<file path="config.mk">
export PLATFORM = sky130hd
export DESIGN_NAME = fpm_menu
export DESIGN_NICKNAME = d
export VERILOG_FILES = /design/src/shared/fpm_pkg.sv /design/src/shared/fpm_key_if.sv /design/src/hdl/fpm_key_debounce.sv /design/src/hdl/fpm_menu.sv
export SDC_FILE = /design/constraint.sdc
export NUM_CORES = 1
export LEC_CHECK = 0
export ABC_AREA = 1
export BUFFER_PORTS_ARGS = -buffer_cell sky130_fd_sc_hd__buf_2
export CAP_MARGIN = 20
export CORE_UTILIZATION = 55
export CTS_CLUSTER_SIZE = 25
export DETAILED_ROUTE_END_ITERATION = 6
export PLACE_DENSITY = 0.76
export SYNTH_ARGS = -nofsm -noshare
export SYNTH_HDL_FRONTEND = slang
export SYNTH_SLANG_ARGS = --single-unit
</file>
<file path="constraint.sdc">
create_clock -name sys_clk_i -period 3.4 [get_ports sys_clk_i]
set_input_delay 0.34 -clock sys_clk_i [delete_from_list [all_inputs] [get_ports sys_clk_i]]
set_output_delay 0.34 -clock sys_clk_i [all_outputs]
set_load 0.1 [all_outputs]
</file>
<file path="src/shared/fpm_pkg.sv">
package fpm_pkg;

  // Clock and timing
  localparam int unsigned CLK_HZ = 40_000_000;
  localparam int unsigned IDLE_TIMEOUT_S = 10;
  localparam int unsigned IDLE_TIMEOUT_CYC = IDLE_TIMEOUT_S * CLK_HZ;
  localparam int unsigned DEBOUNCE_MS = 10;
  localparam int unsigned DEBOUNCE_CYC = DEBOUNCE_MS * (CLK_HZ / 1000);

  // Key positions on the key bus
  localparam int unsigned NUM_KEYS = 5;
  localparam int unsigned KEY_UP = 0;
  localparam int unsigned KEY_DOWN = 1;
  localparam int unsigned KEY_CONFIRM = 2;
  localparam int unsigned KEY_BACK = 3;
  localparam int unsigned KEY_RESET = 4;

  // Menu geometry
  localparam int unsigned NUM_GROUPS = 3;
  localparam int unsigned NUM_ITEMS = 10;
  localparam int unsigned VAL_W = 8;
  localparam int unsigned CUR_W = 16;
  localparam logic [VAL_W-1:0] VAL_RESET = 8'h00;
  localparam logic [VAL_W-1:0] VAL_MAX = 8'hFF;

  // Top-level screens: current, three fault phases, three groups
  localparam logic [2:0] SCR_CURRENT = 3'h0;
  localparam logic [2:0] SCR_FAULT_L1 = 3'h1;
  localparam logic [2:0] SCR_FAULT_L3 = 3'h3;
  localparam logic [2:0] SCR_GROUP_A = 3'h4;
  localparam logic [2:0] SCR_GROUP_C = 3'h6;

  // Menu states, one-hot
  typedef enum logic [3:0] {
    ST_TOP    = 4'h1,
    ST_ITEM   = 4'h2,
    ST_EDIT   = 4'h4,
    ST_RECORD = 4'h8
  } fpm_state_t;

endpackage : fpm_pkg

</file>
<file path="src/shared/fpm_key_if.sv">
`timescale 1ns/1ps
interface fpm_key_if #(
  parameter int unsigned N = 5
);
  logic [N-1:0] press;
  logic [N-1:0] level;
  modport src (output press, output level);
  modport dst (input press, input level);
endinterface : fpm_key_if

</file>
<file path="src/hdl/fpm_key_debounce.sv">
`timescale 1ns/1ps
module fpm_key_debounce
  import fpm_pkg::*;
#(
  parameter int unsigned N = NUM_KEYS,
  parameter int unsigned DEB_CYC = DEBOUNCE_CYC
) (
  input wire logic sys_clk_i,     // System clock
  input wire logic rstn_i,        // Synchronous reset, active low
  input wire logic [N-1:0] key_i, // Raw keys, high when pressed
  fpm_key_if.src kif              // Press pulses and stable levels
);

  localparam int CW = $clog2(DEB_CYC + 1);
  localparam logic [CW-1:0] CNT_END = CW'(DEB_CYC - 1);

  typedef struct packed {
    logic [N-1:0] sync1;
    logic [N-1:0] sync2;
    logic [N-1:0] stable;
    logic [N-1:0] press;
    logic [N-1:0][CW-1:0] cnt;
  } fpm_deb_t;

  fpm_deb_t deb_ff;
  fpm_deb_t nxt_deb;

  // Two-stage sync, then a level must hold DEB_CYC cycles to be taken
  always_comb begin
    nxt_deb = deb_ff;
    nxt_deb.sync1 = key_i;
    nxt_deb.sync2 = deb_ff.sync1;
    nxt_deb.press = '0;
    for (int k = 0; k < N; k++) begin
      if (deb_ff.sync2[k] == deb_ff.stable[k]) begin
        nxt_deb.cnt[k] = '0;
      end else if (deb_ff.cnt[k] == CNT_END) begin
        nxt_deb.cnt[k] = '0;
        nxt_deb.stable[k] = deb_ff.sync2[k];
        nxt_deb.press[k] = deb_ff.sync2[k];  // One pulse on press edge
      end else begin
        nxt_deb.cnt[k] = deb_ff.cnt[k] + 1'b1;
      end
    end
  end

  // State register
  always_ff @(posedge sys_clk_i) begin
    if (!rstn_i) begin
      deb_ff <= '0;
    end else begin
      deb_ff <= nxt_deb;
    end
  end

  assign kif.press = deb_ff.press;
  assign kif.level = deb_ff.stable;

endmodule : fpm_key_debounce

</file>
<file path="src/hdl/fpm_menu.sv">
// Contract
// Normal screen shows the largest present phase current.
// Up/down at top level steps through setting groups A, B, C.
// Confirm on a shown group enters that group's item list.
// In an item, up/down alter candidate; confirm stores it.
// Back after setting leaves the menu to the normal display.
// Reset key anywhere in the menu returns to normal operation.
// Editing and storing work regardless of motor run state.
// Ten seconds without keys in group/item screens returns to current.
// Up/down in normal display show each phase's recorded fault current.
// Back and confirm together open the stored fault record view.
// Keys synchronised, debounced, one event per physical press.
// Uncommitted edit discarded on back, reset or timeout.
`timescale 1ns/1ps
module fpm_menu
  import fpm_pkg::*;
#(
  parameter int unsigned TO_CYC = IDLE_TIMEOUT_CYC,
  parameter int unsigned DEB_CYC = DEBOUNCE_CYC
) (
  input wire logic sys_clk_i,                     // 40 MHz system clock
  input wire logic rstn_i,                        // Synchronous reset, active low
  input wire logic [NUM_KEYS-1:0] key_i,          // Raw push buttons, high pressed
  input wire logic [2:0][CUR_W-1:0] phase_cur_i,  // Present phase currents
  input wire logic [2:0][CUR_W-1:0] fault_cur_i,  // Recorded fault currents
  input wire logic [CUR_W-1:0] fault_rec_i,       // Stored fault record word
  output logic [3:0] menu_state_o,                // One-hot menu state
  output logic [2:0] screen_o,                    // Top-level screen index
  output logic [1:0] group_o,                     // Chosen group, 0 = A
  output logic [3:0] item_o,                      // Chosen item index
  output logic [CUR_W-1:0] disp_val_o,            // Value on the display
  output logic store_o,                           // One-cycle store strobe
  output logic [1:0] store_group_o,               // Group of stored value
  output logic [3:0] store_item_o,                // Item of stored value
  output logic [VAL_W-1:0] store_val_o            // Stored value
);

  localparam int TW = $clog2(TO_CYC + 1);
  localparam logic [TW-1:0] IDLE_END = TW'(TO_CYC - 1);
  localparam logic [3:0] ITEM_LAST = 4'(NUM_ITEMS - 1);

  typedef struct packed {
    fpm_state_t st;
    logic [2:0] scr;
    logic [1:0] grp;
    logic [3:0] item;
    logic [VAL_W-1:0] cand;
    logic [TW-1:0] idle;
    logic [CUR_W-1:0] disp;
    logic wr;
    logic [1:0] wr_grp;
    logic [3:0] wr_item;
    logic [VAL_W-1:0] wr_val;
    logic [NUM_GROUPS-1:0][NUM_ITEMS-1:0][VAL_W-1:0] mem;
  } fpm_menu_t;

  fpm_menu_t m_ff;
  fpm_menu_t nxt_m;

  fpm_key_if #(.N(NUM_KEYS)) kif ();

  // Debounced key events
  fpm_key_debounce #(
    .N(NUM_KEYS),
    .DEB_CYC(DEB_CYC)
  ) u_deb (
    .sys_clk_i(sys_clk_i),
    .rstn_i(rstn_i),
    .key_i(key_i),
    .kif(kif)
  );

  // Largest of three currents
  function automatic logic [CUR_W-1:0] max3(input logic [2:0][CUR_W-1:0] c);
    logic [CUR_W-1:0] m;
    m = c[0];
    if (c[1] > m) begin
      m = c[1];
    end
    if (c[2] > m) begin
      m = c[2];
    end
    return m;
  endfunction : max3

  // Step an index with wrap between limits
  function automatic logic [3:0] step(input logic [3:0] v, input logic up,
                                     input logic [3:0] lo, input logic [3:0] hi);
    if (up) begin
      return (v == hi) ? lo : v + 4'h1;
    end
    return (v == lo) ? hi : v - 4'h1;
  endfunction : step

  logic k_up;
  logic k_dn;
  logic k_cf;
  logic k_bk;
  logic k_rs;
  logic any_key;
  logic combo;
  logic in_menu;
  logic [3:0] scr_nx;

  // Key event decode
  always_comb begin
    k_up = kif.press[KEY_UP];
    k_dn = kif.press[KEY_DOWN];
    k_cf = kif.press[KEY_CONFIRM];
    k_bk = kif.press[KEY_BACK];
    k_rs = kif.press[KEY_RESET];
    any_key = |kif.press;
    combo = (k_cf & kif.level[KEY_BACK]) | (k_bk & kif.level[KEY_CONFIRM]);
    in_menu = (m_ff.st == ST_ITEM) || (m_ff.st == ST_EDIT) ||
              ((m_ff.st == ST_TOP) && (m_ff.scr >= SCR_GROUP_A));
    scr_nx = step({1'b0, m_ff.scr}, k_up, {1'b0, SCR_CURRENT}, {1'b0, SCR_GROUP_C});
  end

  // Menu sequencing, storage and display
  always_comb begin
    nxt_m = m_ff;
    nxt_m.wr = 1'b0;
    // Idle timer runs only on group and item screens
    if (!in_menu || any_key) begin
      nxt_m.idle = '0;
    end else begin
      nxt_m.idle = m_ff.idle + 1'b1;
    end
    if (k_rs) begin
      nxt_m.st = ST_TOP; // Abandon menu, edit dropped
      nxt_m.scr = SCR_CURRENT;
    end else if (in_menu && (m_ff.idle == IDLE_END)) begin
      nxt_m.st = ST_TOP; // Timeout back to current, edit dropped
      nxt_m.scr = SCR_CURRENT;
    end else begin
      unique case (m_ff.st)
        ST_TOP: begin
          if (combo) begin
            nxt_m.st = ST_RECORD;
          end else if (k_up || k_dn) begin
            nxt_m.scr = scr_nx[2:0]; // Fault phases and groups A-C
          end else if (k_cf && (m_ff.scr >= SCR_GROUP_A)) begin
            nxt_m.st = ST_ITEM; // Enter group item list
            nxt_m.grp = 2'(m_ff.scr - SCR_GROUP_A);
            nxt_m.item = 4'h0;
          end else if (k_bk) begin
            nxt_m.scr = SCR_CURRENT;
          end
        end
        ST_ITEM: begin
          if (k_up || k_dn) begin
            nxt_m.item = step(m_ff.item, k_up, 4'h0, ITEM_LAST);
          end else if (k_cf) begin
            nxt_m.st = ST_EDIT;
            nxt_m.cand = m_ff.mem[m_ff.grp][m_ff.item];
          end else if (k_bk) begin
            nxt_m.st = ST_TOP; // Leave to normal display
            nxt_m.scr = SCR_CURRENT;
          end
        end
        ST_EDIT: begin
          if (k_up) begin
            nxt_m.cand = (m_ff.cand == VAL_MAX) ? VAL_MAX : m_ff.cand + 1'b1;
          end else if (k_dn) begin
            nxt_m.cand = (m_ff.cand == VAL_RESET) ? VAL_RESET : m_ff.cand - 1'b1;
          end else if (k_cf) begin
            // Commit does not look at motor run state
            nxt_m.mem[m_ff.grp][m_ff.item] = m_ff.cand;
            nxt_m.wr = 1'b1;
            nxt_m.wr_grp = m_ff.grp;
            nxt_m.wr_item = m_ff.item;
            nxt_m.wr_val = m_ff.cand;
            nxt_m.st = ST_ITEM;
          end else if (k_bk) begin
            nxt_m.st = ST_TOP; // Leave without storing
            nxt_m.scr = SCR_CURRENT;
          end
        end
        ST_RECORD: begin
          if (k_bk && !combo) begin
            nxt_m.st = ST_TOP;
            nxt_m.scr = SCR_CURRENT;
          end
        end
      endcase
    end
    // Display word follows the current screen
    unique case (m_ff.st)
      ST_TOP: begin
        if (m_ff.scr == SCR_CURRENT) begin
          nxt_m.disp = max3(phase_cur_i);
        end else if (m_ff.scr <= SCR_FAULT_L3) begin
          nxt_m.disp = fault_cur_i[2'(m_ff.scr - SCR_FAULT_L1)];
        end else begin
          nxt_m.disp = CUR_W'(m_ff.scr - SCR_GROUP_A); // Group shown
        end
      end
      ST_ITEM: nxt_m.disp = CUR_W'(m_ff.mem[m_ff.grp][m_ff.item]);
      ST_EDIT: nxt_m.disp = CUR_W'(m_ff.cand);
      ST_RECORD: nxt_m.disp = fault_rec_i;
    endcase
  end

  // State register
  always_ff @(posedge sys_clk_i) begin
    if (!rstn_i) begin
      m_ff <= '0;
      m_ff.st <= ST_TOP;
      m_ff.scr <= SCR_CURRENT;
      m_ff.mem <= {(NUM_GROUPS * NUM_ITEMS){VAL_RESET}};
    end else begin
      m_ff <= nxt_m;
    end
  end

  // Outputs from flops
  assign menu_state_o = m_ff.st;
  assign screen_o = m_ff.scr;
  assign group_o = m_ff.grp;
  assign item_o = m_ff.item;
  assign disp_val_o = m_ff.disp;
  assign store_o = m_ff.wr;
  assign store_group_o = m_ff.wr_grp;
  assign store_item_o = m_ff.wr_item;
  assign store_val_o = m_ff.wr_val;

endmodule : fpm_menu

</file>
==> results by group <==
Status
  – Outcome: completed

Power
  – Pwr/cell area: 443 nW/um2
  – Worst vdd ir: 0.406 mV
  – LEAKAGE: 9.55 nW

Critical path
  – Critical R2R Capture: disp_val_o[1]$_SDFF_PN0_
  – Req. time, crit path: 3.87 ns
  – Worst r2r src: screen_o[1]$_SDFFE_PP0P_
  – R2R setup slack: between 0.5 and 0.6 ns
  – WP data arrival: 3.35 ns
  – Crit path buffers/inverters: 4
  – CP Class: input port to flip-flop
  – Crit path max fanout: 22
  – Crit start category: input port
  – Worst-path cell chain: buf_2 > inv_1 > ha_1 > nand4_1 > nor3_1 > nand2_1 > nand2_1 > nand2_1 > buf_12 > nand2_1 > o21ai_0 > ha_1 > nand2_1 > nor2_1 > nand2_1 > nand2_1 > nand2_1 > nand2_1 > nand2_1 > buf_12 > or2_2 > nand3_1 > a21oi_1
  – CP max stage cell: ha_1
  – Crit path top cell by count: nand2_1
  – CP top delay family: simple AND/OR/NAND/NOR gates
  – Critical Path End Type: flip-flop
  – Worst reg2reg path depth: 10
  – Crit-path max cell delay: between 0.3 and 0.4 ns

STA
  – Setup TNS: 0 ns
  – Final setup viols: 0
  – FMAX: 347 MHz
  – Period utilization: between 80 and 90%
  – Minimum hold slack: 0.0295 ns
  – Skew final: 0.0278 ns
  – Minimum period implied by the final worst setup slack: around 2.9 ns
  – Hold Vio Cnt, Final: 0
  – Slew Viols, Final: 0
  – RSZ-0062 raised after global routing: false
  – Least-Margin Pin Slew: 0.856 ns
  – Max_slew headroom: 42.7%

Synthesis
  – Post-Synth XOR/XNOR Area: 1.66%
  – Mean post-synth cell area: 6.96 um2
  – Gate Count Post-Synth: 3264
  – Largest family of logic cells by synthesized area: simple AND/OR/NAND/NOR gates
  – Netlist cell types: 56
  – Share of the synthesized area in the top cell type: 38.4%
  – Post-synth top flop: dfxtp_1
  – Post-synthesis simple-gate area fraction: 35.8%
  – Register bit count reported by yosys: 436
  – Ys async rst share: 0%
  – Post-synth EDFFs: 0
  – Post-synthesis compound-gate area fraction: 12.6%
  – Mapped Nets: 3430
  – Synth top area cells: dfxtp_1 38%, nand2_1 18%, a21oi_1 7.2%
  – Post-synthesis mux area share: 0%
  – Sequential share of the synthesized area: between 30 and 40%
  – Synth area leader: dfxtp_1
  – Cell Area, Synth: 22700 um2
  – Ys Warns: 0
  – Adder-Cell Fraction of Synth Area: 2.59%

Drt
  – Starting DRT DRC Count: 1896
  – Total number of vias: 21781
  – Wirelength per Cell: about 16 um
  – DRT antenna net count: 0
  – Drt total wl: about 62 mm
  – First-pass DRT Iterations: 5
  – DR vias/cell: 5.57
  – Drt drc: 0

Place
  – Gpl congestion: roughly 0.91
  – Post-detailed-placement half-perimeter wirelength: 42.2 mm
  – I/O Buffers: 162

Min path
  – Hold Path Stages: 3
  – Hold WC Path Type: input port to flip-flop
  – Min-Delay Endpoint: disp_val_o[14]$_SDFF_PN0_
  – HP Start: fault_rec_i[14]

Global routing
  – First-pass GRT wire length: 101 mm
  – GR Layer Usage met3: under 10%
  – Vias in the first global route: about 20000
  – Initial antenna violation count: 1
  – Layer with the highest usage: met2
  – GRT overflow: 0
  – Overall routing resource usage: 29.0%
  – Grt met1 use: 39.1%
  – Met2 Track Usage GR: 47.7%
  – Largest net degree at the start of global routing: 141

Finish
  – Reg area: a little under 9000 um2
  – Multi-input gate area: 12000 um2
  – Layout Utilization: 61.8%
  – Final #Nets: between 3000 and 4000
  – Syn-to-layout area delta: 11.1%
  – Fill cell count: approximately 3700
  – Share of cells above drive strength 1: between 10% and 20%

Die
  – I/O pins: 163
  – Full die area: 42100 um2
  – Die width: 205 um
  – Die height: 205 um
  – Core area: 40800 um2
  – Initial core utilization: 55.7%
  – Row count: 74

Clock network
  – Sink Count: 436
  – Clock-pin slew on the worst setup and hold paths: 0.06 ns
  – Worst-Skew Late Latency: 0.61 ns
  – Max Buffers Root-to-Sink: 3
  – Setup Fix Bufs, Post-CTS: 0
  – CTS Buf Count: 48
  – Cts repair resizes: 0
  – Htree depth: 2
  – Cell chosen for the clock root: clkbuf_16
  – CTS tree: done

Run
  – Max Cap Violations: 0
-- layer usage --
metal / share of wire [%] / up-vias
met5: 0 / -
met4: 3.0 / 0
met3: 7.2 / 127
met2: 46 / 829
met1: 44 / 10089
li1: - / 10736
-- how the worst max path moves through the flow --
stage / end / startpoint / cells past startpoint / slack [ns]
after floorplan: disp_val_o[11]$_SDFF_PN0_ / phase_cur_i[15] / 20 / 0.24
after global placement: disp_val_o[6]$_SDFF_PN0_ / phase_cur_i[11] / 23 / -0.01
after detailed placement: disp_val_o[6]$_SDFF_PN0_ / phase_cur_i[11] / 23 / -0.08
after CTS: disp_val_o[6]$_SDFF_PN0_ / phase_cur_i[11] / 20 / 0.53
after global routing: disp_val_o[2]$_SDFF_PN0_ / phase_cur_i[11] / 22 / 0.22
final: disp_val_o[6]$_SDFF_PN0_ / phase_cur_i[11] / 23 / 0.51
-- cell families after synthesis --
kind of cell               after synthesis
adders and majority gates               47
xor gates and xnor gates                43
AOI/OAI and AO/OA                      514
DFF                                    436
buffers and inverters                  434
and+or+nand+nor                       1790
-- final cells by class --
class | instances | share of cell area (%)
clock buffers | 71 | 5.54
inverters | 250 | 3.97
diodes | 1 | 0.00991
repair buffers | 212 | 5.24
multi-input cells | 2394 | 47.5
clock inverters | 11 | 0.550
flip-flops and latches | 436 | 34.6
well taps | 532 | 2.64
-- repair_timing --
action                                 4_1_cts  5_1_grt
setup endpoints to repair                    0        0
endpoints found under the hold margin       10        0
hold buffers                                10        0
-- placed cells by master, fill, tap and decap left out, types with 4 or more instances in the layout --
cell,synthesis,routed
o211ai_1,5,5
nor4_1,17,17
clkinv_2,15,21
a221oi_1,5,5
clkinv_1,4,4
clkbuf_8,0,11
buf_4,46,31
a21oi_1,328,328
buf_12,4,9
clkbuf_1,88,12
nand3b_1,6,6
a31oi_1,7,7
o21a_1,8,8
o21ai_0,91,91
a211oi_1,4,4
nor3b_1,18,18
nor3_1,61,61
nor2_1,182,182
nor2_2,9,8
clkbuf_16,0,48
dlygate4sd3_1,0,10
and2_1,11,11
or2_2,12,12
nor3_2,4,4
nand4_4,31,31
inv_1,203,203
buf_2,37,162
nand2_2,50,50
clkinv_4,6,6
dfxtp_1,436,435
a21oi_2,48,48
ha_1,47,47
inv_2,21,20
nand2_1,1120,1120
nand3_1,226,226
nand4_1,35,35
o31ai_1,5,5
xor2_1,31,31
xnor2_1,12,12
-- cells in the mapped netlist (47+ instances only) --
library cell and number:
a21oi_1 328, nand3_1 226, nor2_1 182, inv_1 203, o21ai_0 91, dfxtp_1 436
a21oi_2 48, nand2_1 1120, nor3_1 61, ha_1 47, clkbuf_1 88, nand2_2 50
-- through the flow --
step,instance area (um2),instances,total power [mW],worst slack [ns]
2_1_floorplan,22700,3264,5.95,0.238
3_3_place_gp,23600,3814,6.15,-0.0145
3_5_place_dp,23600,3814,6.17,-0.0790
4_1_cts,25200,3906,11.2,0.534
5_1_grt,25200,3907,11.5,0.215
6_report,25200,3907,11.2,0.515
-- tightest hold or removal path: stages --
cell and delay, ns:
buf_2 0.10, nand2_1 0.07, a21oi_1 0.06
-- power breakdown --
group	total [mW]	internal [mW]	switching, mW
Sequential	5.18	5.15	0.0275
Clock	5.11	2.99	2.12
Combinational	0.892	0.262	0.631
Power figures use the tool's default switching activity.
